### config.mk
export PLATFORM = sky130hd
export DESIGN_NAME = port_host
export DESIGN_NICKNAME = d
export VERILOG_FILES = /design/src/pkg/dpsram_pkg.sv /design/src/logic/pin_sync.sv /design/src/logic/port_host.sv
export VERILOG_INCLUDE_DIRS = /design/src /design/src/pkg
export SDC_FILE = /design/constraint.sdc
export NUM_CORES = 1
export LEC_CHECK = 0
export ABC_AREA = 0
export BUFFER_PORTS_ARGS = -buffer_cell sky130_fd_sc_hd__buf_2
export CAP_MARGIN = 20
export CORE_MARGIN = 2
export CORE_UTILIZATION = 40
export DETAILED_ROUTE_END_ITERATION = 10
export PLACE_DENSITY_LB_ADDON = 0.2
export SLEW_MARGIN = 20
export SYNTH_ARGS = -nofsm -noshare
export SYNTH_HDL_FRONTEND = slang
export SYNTH_SLANG_ARGS = --single-unit
### constraint.sdc
create_clock -name clk_in -period 4.15 [get_ports clk_in]
set_clock_uncertainty 0.15 [all_clocks]
set_input_delay 0.83 -clock clk_in [delete_from_list [all_inputs] [get_ports clk_in]]
set_output_delay 0.83 -clock clk_in [all_outputs]
set_load 0.005 [all_outputs]
### src/pkg/dpsram_params.svh
/*
  Constants for the host controller of one port of a dual-port SRAM
  with eight semaphore latches. Assumes a 200 MHz controller clock
  and a fastest-grade memory port.
*/
// How it works
// - Memory select stays high whenever semaphore select is low.
// - Deassert select or output enable for the update pulse before reading back.
// - Read back after requesting; zero means owned, one means keep polling.
// - Write one to give up a latch or withdraw a request.
// - Write one to every latch during power-up initialisation.
// - Memory read needs output enable and select low, then access time.
// - Write data stands the set-up time before read/write rises.
// - Hosts keep both ports off the same location at once.
// - Read/write stays high whenever the address changes.
`ifndef DPSRAM_PARAMS_SVH
`define DPSRAM_PARAMS_SVH

`define ADDR_WIDTH          12
`define DATA_WIDTH          8
`define LATCH_COUNT         8
`define SYNC_STAGES         2
`define CNT_WIDTH           4

`define CLK_PERIOD_NS       5
`define SELECT_ACCESS_NS    15
`define DRIVE_EN_ACCESS_NS  10
`define WRITE_PULSE_NS      12
`define WRITE_DATA_SETUP_NS 10
`define LATCH_UPDATE_NS     10
`define LATCH_WR_TO_RD_NS   5

`define CEIL_CYC(ns)  (((ns) + `CLK_PERIOD_NS - 1) / `CLK_PERIOD_NS)
`define MEM_RD_CYC  (`CEIL_CYC(`SELECT_ACCESS_NS > `DRIVE_EN_ACCESS_NS ? \
                     `SELECT_ACCESS_NS : `DRIVE_EN_ACCESS_NS) + `SYNC_STAGES)
`define LATCH_RD_CYC (`CEIL_CYC(`LATCH_WR_TO_RD_NS + `DRIVE_EN_ACCESS_NS) + `SYNC_STAGES)
`define WR_CYC      (`CEIL_CYC(`WRITE_PULSE_NS > `WRITE_DATA_SETUP_NS ? \
                     `WRITE_PULSE_NS : `WRITE_DATA_SETUP_NS))
`define GAP_CYC     (`CEIL_CYC(`LATCH_UPDATE_NS))

`endif

### src/pkg/dpsram_pkg.sv
/*
  Types for the dual-port SRAM port host.
  Assumes dpsram_params.svh is compiled alongside.
*/
`default_nettype none

package dpsram_pkg;

  typedef enum logic [2:0] {
    OP_MEM_READ,
    OP_MEM_WRITE,
    OP_LATCH_ACQUIRE,
    OP_LATCH_RELEASE,
    OP_LATCH_INIT
  } host_op_t;

  typedef enum logic [2:0] {
    ST_IDLE,
    ST_SETUP,
    ST_WR_PULSE,
    ST_WR_END,
    ST_GAP,
    ST_RD_ACCESS,
    ST_FINISH
  } seq_state_t;

endpackage

`default_nettype wire

### src/logic/pin_sync.sv
/*
  Two-flop synchroniser for a bus of pin inputs.
  Assumes each bit is sampled independently; the caller only reads
  data that has been stable for the whole wait.
*/
`default_nettype none

module pin_sync #(
  parameter int WIDTH = 8
) (
  input  wire logic             clk_in,
  input  wire logic             reset_in,
  input  wire logic [WIDTH-1:0] async_in,
  output var  logic [WIDTH-1:0] sync_out
);

  logic [WIDTH-1:0] meta_reg;

  always_ff @(posedge clk_in or posedge reset_in)
  begin
    if (reset_in)
    begin
      meta_reg <= '0;
      sync_out <= '0;
    end
    else
    begin
      meta_reg <= async_in;
      sync_out <= meta_reg;
    end
  end

endmodule

`default_nettype wire

### src/logic/port_host.sv
/*
  Host controller for one port of a dual-port SRAM with semaphores.
  Runs memory reads and writes, semaphore acquire with polling,
  release and power-up initialisation from a simple command port.
  Assumes the memory pins are wired directly and the data bus is
  resolved outside from data_oe_out.
*/
`include "dpsram_params.svh"
`default_nettype none

module port_host (
  input  wire logic                     clk_in,
  input  wire logic                     reset_in,
  // Command side
  input  wire logic                     cmd_valid_in,
  input  wire dpsram_pkg::host_op_t     cmd_op_in,
  input  wire logic [`ADDR_WIDTH-1:0]   cmd_addr_in,
  input  wire logic [`DATA_WIDTH-1:0]   cmd_wdata_in,
  input  wire logic                     cancel_in,
  output var  logic                     ready_out,
  output var  logic                     done_out,
  output var  logic [`DATA_WIDTH-1:0]   rdata_out,
  output var  logic                     granted_out,
  // Memory port pins
  output var  logic                     mem_select_n_out,
  output var  logic                     latch_select_n_out,
  output var  logic                     out_enable_n_out,
  output var  logic                     rw_n_out,
  output var  logic [`ADDR_WIDTH-1:0]   addr_out,
  output var  logic [`DATA_WIDTH-1:0]   data_out,
  output var  logic                     data_oe_out,
  input  wire logic [`DATA_WIDTH-1:0]   data_in
);
  import dpsram_pkg::*;

  seq_state_t             state_reg, state_next;
  host_op_t               op_reg, op_next;
  logic [`ADDR_WIDTH-1:0] addr_reg, addr_next;
  logic [`DATA_WIDTH-1:0] wdata_reg, wdata_next;
  logic [`CNT_WIDTH-1:0]  cnt_reg;
  logic                   cancel_reg;
  logic [`DATA_WIDTH-1:0] data_sync;
  logic                   is_latch_next;
  logic                   rd_last;

  // ==========================================================
  // Pin input synchroniser
  // ==========================================================
  pin_sync #(
    .WIDTH (`DATA_WIDTH)
  ) u_data_sync (
    .clk_in   (clk_in),
    .reset_in (reset_in),
    .async_in (data_in),
    .sync_out (data_sync)
  );

  // ==========================================================
  // Sequencer
  // ==========================================================
  assign is_latch_next = (op_next != OP_MEM_READ) && (op_next != OP_MEM_WRITE);
  // Read waits include the synchroniser so sampled data is settled
  assign rd_last = (op_reg == OP_MEM_READ) ? (cnt_reg == `CNT_WIDTH'(`MEM_RD_CYC - 1))
                                            : (cnt_reg == `CNT_WIDTH'(`LATCH_RD_CYC - 1));

  always_comb
  begin
    state_next = state_reg;
    op_next    = op_reg;
    addr_next  = addr_reg;
    wdata_next = wdata_reg;
    unique case (state_reg)
      ST_IDLE:
      begin
        if (cmd_valid_in)
        begin
          state_next = ST_SETUP;
          op_next    = cmd_op_in;
          addr_next  = cmd_addr_in;
          wdata_next = cmd_wdata_in;
          if (cmd_op_in == OP_LATCH_INIT)
          begin
            addr_next  = '0;
            wdata_next = 8'hff;
          end
          else if (cmd_op_in == OP_LATCH_ACQUIRE)
            wdata_next = 8'h00;
          else if (cmd_op_in == OP_LATCH_RELEASE)
            wdata_next = 8'hff;
        end
      end
      ST_SETUP:
        state_next = (op_reg == OP_MEM_READ) ? ST_RD_ACCESS : ST_WR_PULSE;
      ST_WR_PULSE:
        if (cnt_reg == `CNT_WIDTH'(`WR_CYC - 1))
          state_next = ST_WR_END;
      ST_WR_END:
      begin
        unique case (op_reg)
          OP_LATCH_ACQUIRE:
            state_next = ST_GAP;
          OP_LATCH_INIT:
          begin
            if (addr_reg[2:0] == 3'h7)
              state_next = ST_FINISH;
            else
            begin
              state_next = ST_SETUP;
              addr_next  = addr_reg + `ADDR_WIDTH'(1);
            end
          end
          default:
            state_next = ST_FINISH;
        endcase
      end
      ST_GAP:
        if (cnt_reg == `CNT_WIDTH'(`GAP_CYC - 1))
          state_next = ST_RD_ACCESS;
      ST_RD_ACCESS:
      begin
        if (rd_last)
        begin
          if (op_reg != OP_LATCH_ACQUIRE || !data_sync[0])
            state_next = ST_FINISH;
          else if (cancel_reg)
          begin
            // Withdraw a pending request by writing one
            state_next = ST_SETUP;
            op_next    = OP_LATCH_RELEASE;
            wdata_next = 8'hff;
          end
          else
            state_next = ST_GAP;
        end
      end
      ST_FINISH:
        state_next = ST_IDLE;
    endcase
  end

  always_ff @(posedge clk_in or posedge reset_in)
  begin
    if (reset_in)
    begin
      state_reg <= ST_IDLE;
      op_reg    <= OP_MEM_READ;
      addr_reg  <= '0;
      wdata_reg <= '0;
    end
    else
    begin
      state_reg <= state_next;
      op_reg    <= op_next;
      addr_reg  <= addr_next;
      wdata_reg <= wdata_next;
    end
  end

  always_ff @(posedge clk_in or posedge reset_in)
  begin
    if (reset_in)
      cnt_reg <= '0;
    else if (state_next != state_reg)
      cnt_reg <= '0;
    else
      cnt_reg <= cnt_reg + `CNT_WIDTH'(1);
  end

  // Set wins over the clear taken in every idle cycle
  always_ff @(posedge clk_in or posedge reset_in)
  begin
    if (reset_in)
      cancel_reg <= 1'b0;
    else if (cancel_in)
      cancel_reg <= 1'b1;
    else if (state_reg == ST_IDLE)
      cancel_reg <= 1'b0;
  end

  // ==========================================================
  // Pin drivers, registered from the next state
  // ==========================================================
  always_ff @(posedge clk_in or posedge reset_in)
  begin
    if (reset_in)
    begin
      mem_select_n_out   <= 1'b1;
      latch_select_n_out <= 1'b1;
      out_enable_n_out   <= 1'b1;
      rw_n_out           <= 1'b1;
      addr_out           <= '0;
      data_out           <= '0;
      data_oe_out        <= 1'b0;
    end
    else
    begin
      // Only one select is ever low
      mem_select_n_out   <= !((state_next == ST_WR_PULSE || state_next == ST_RD_ACCESS)
                              && !is_latch_next);
      latch_select_n_out <= !((state_next == ST_WR_PULSE || state_next == ST_RD_ACCESS)
                              && is_latch_next);
      out_enable_n_out   <= (state_next != ST_RD_ACCESS);
      rw_n_out           <= (state_next != ST_WR_PULSE);
      // Address moves only in setup with read/write high; no arbitration
      if (state_next == ST_SETUP)
        addr_out <= addr_next;
      // Data held through the write end for hold time
      data_oe_out <= (state_next == ST_WR_PULSE || state_next == ST_WR_END);
      if (state_next == ST_SETUP)
        data_out <= is_latch_next ? {7'h00, wdata_next[0]} : wdata_next;
    end
  end

  // ==========================================================
  // Command answers
  // ==========================================================
  always_ff @(posedge clk_in or posedge reset_in)
  begin
    if (reset_in)
    begin
      ready_out   <= 1'b0;
      done_out    <= 1'b0;
      rdata_out   <= '0;
      granted_out <= 1'b0;
    end
    else
    begin
      ready_out <= (state_next == ST_IDLE);
      done_out  <= (state_next == ST_FINISH);
      if (state_reg == ST_IDLE && cmd_valid_in)
        granted_out <= 1'b0;
      else if (state_reg == ST_RD_ACCESS && rd_last)
      begin
        rdata_out <= data_sync;
        if (op_reg == OP_LATCH_ACQUIRE)
          granted_out <= !data_sync[0];
      end
    end
  end
endmodule

`default_nettype wire

==> impl_metrics.yaml <==
power:
  p_int_uw: 1970
  switching_power_uw: 1180
  power_uw: 3150
  ir_worst_vdd_v: 0.000317
  p_seq_share_pct: 41.0
  p_comb_share_pct: 38.3
  leakage_uw: 0.00213
  swShare_pct: 37.4
  p_per_area_nw_per_um2: 710
  clkPwrFrac_pct: 20.6
floorplanning:
  dieWidth_um: 101
  die_area_um2: 10200
  die_y_um: 101
  ios: 71
  rows: 35
  core_um2: 9200
  start_util_pct: 41.0
placement:
  portBuffers: 70
  dpl.hpwl_mm: 6.15
  routabilityCongestion: 0.795
  place_ws_ns: 1.36
  post_dp_cell_area_um2: 4210
routing:
  drc_errors: 0
  via_count: 2876
  drtAntennaViolNets: 0
  drt_iter0_drc: 180
  wl_per_cell_um: 15.7
  avgViaCountPerCell: 5.38
  wl_mm: 8.41
  firstDrtPassIters: 4
synthesis:
  synth_top_area_share_pct: 52.4
  syn_inst: 351
  muxShareOfSynthArea_pct: 6.23
  synth_top_family_by_area: "simple AND/OR/NAND/NOR gates"
  synth_compound_area_share_pct: 12.5
  synth-edff-count: 0
  synth_area_um2: 3770
  syn_nets: 391
  yosys_most_used_dff: "dfrtp_1"
  synth.distinct_cells: 66
  synth.area.top_cells: "dfrtp_1 (52%), nand2_1 (4.7%), mux2_1 (3.3%)"
  ys_seq_elements: 83
  seq_area_frac_synth_pct: 55.2
  synth_xor_area_share_pct: 0.928
  synth_warnings: 0
  synthArstFlopShare_pct: 100
  avgSynthCellArea_um2: 10.8
  synth-simple-area-share_pct: 18.6
  yosys.area.top_type: "dfrtp_1"
  synthAdderAreaFrac_pct: 1.66
setup_path:
  start_kind: "flip-flop"
  critPathArrivalTime_ns: 2.86
  cp-end-kind: "flip-flop"
  critPathKind: "flip-flop to flip-flop"
  crit_fanout: 12
  crit_required_ns: 4.24
sta:
  fmax_ghz: 0.361
  whs_ns: 0.204
  slew_headroom_pct: 53.2
  drv_slew: 0
  rsz0062_at_grt: "no"
  hold_violations: 0
  period_share_pct: 66.8
  finalCriticalPeriod_ns: 2.77
  setup_viol: 0
  worstMarginPinSlew_ns: 0.700
  setup_tns_ns: 0
  final.setup.worst_slack_ns: 1.38
clocking:
  clock_path_buffers: 2
  h-tree-depth: 3
  cts.sinks: 83
  post_cts_buffers: 0
  numCtsBuffers: 9
  cts_resized: 0
  tritoncts: "yes"
  cts_root_buf: "clkbuf_8"
  path_clk_slew_ns: 0.08
  cts_hold_buf: 0
  clk_latency_ns: 0.35
run_status:
  status: "finished, final reports clean"
finish:
  layout_common_cells: "dfrtp_1 (79), buf_2 (70), nand2_1 (47), inv_1 (19)"
  num_antenna_cells: 0
  drive_gt1_share_pct: 25.2
  final_area_um2: 4430
  nNetsFinal: 459
  fillers: 874
  mostFrequentLayoutCell: "dfrtp_1"
  multiInputGateArea_um2: 1520
  seqCellArea_um2: 2080
  area_growth_pct: 17.4
run:
  cap_violations: 0
global_routing:
  grt_overflow: 0
  grt_pass1_vias: 2797
  grt_pass1_wl_mm: 14.1
  grt_max_degree: 49
  antenna_found_initial: 0
  track_usage_pct: 18.0
hold_path:
  hp-class: "flip-flop to flip-flop"
metrics by stage:
stage                     instances  util, %
after global placement          519     45.8
after floorplan                 351        -
after CTS                       535     48.2
after detailed placement        519     45.8
final                           535     48.2
after global routing            535     48.2
synth_stat cells (all sizes together), types with 7 or more instances:
cell type / instances
a21oi: 14
a31oi: 7
buf: 11
clkbuf: 7
dfrtp: 79
inv: 22
mux2: 12
mux2i: 10
nand2: 47
nand2b: 9
nand3: 13
nor2: 14
nor3: 8
o21ai: 15
o21bai: 7
final cells by class:
type	count	share of cell area [%]
Sequential cell	83	47.0
Multi-Input combinational cell	228	34.2
Timing Repair Buffer	75	8.75
Tap cell	111	3.13
Clock buffer	10	2.88
Clock inverter	6	2.17
Inverter	22	1.89
power by group through the flow:
stage / clock, uW / sequential, uW / combinational [uW]
floorplan: 0 / 1220 / 943
global placement: 0 / 1310 / 1200
detailed placement: 0 / 1310 / 1220
CTS: 669 / 1290 / 1220
global route: 723 / 1330 / 1360
finish: 650 / 1290 / 1210
worst max-delay path, cell delays in order (launching register included):
cell and delay, ns:
dfrtp_1 0.47, nor3b_2 0.56, nand3_1 0.28, a31o_2 0.32, a211oi_4 0.27, buf_4 0.27
mux2_1 0.34
cells by family (layout without fill, tap and decap cells):
family,count (synthesis),count (layout)
xor gates and xnor gates,4,4
muxes,22,22
DFF,83,83
AOI/OAI and AO/OA,68,68
adders and majority gates,5,5
buffers and inverters,40,113
and+or+nand+nor,129,129
layer usage:
layer / vias to the layer above / part of all wire, % / global-route usage, %
li1: 1363 / - / -
met1: 1430 / 44 / 24.5
met2: 78 / 49 / 28.0
met3: 5 / 6.0 / 5.66
met4: 0 / 0.70 / 4.78
met5: - / 0 / 0
worst paths after layout:
path	from	endpoint	slack (ns)	cells past startpoint
setup / recovery	op_reg[0]$_DFF_PP0_	addr_out[2]$_DFFE_PP0N_	1.38	6
hold / removal	u_data_sync.meta_reg[4]$_DFF_PP0_	u_data_sync.sync_out[4]$_DFF_PP0_	0.20	0
setup reg to reg	op_reg[0]$_DFF_PP0_	addr_out[2]$_DFFE_PP0N_	1.38	6
hold reg to reg	u_data_sync.meta_reg[4]$_DFF_PP0_	u_data_sync.sync_out[4]$_DFF_PP0_	0.20	0
max in group asynchronous	reset_in	addr_out[1]$_DFFE_PP0N_	2.79	3
min in group asynchronous	reset_in	u_data_sync.meta_reg[3]$_DFF_PP0_	0.22	2
Note: power is estimated with default switching activity, not from simulation.
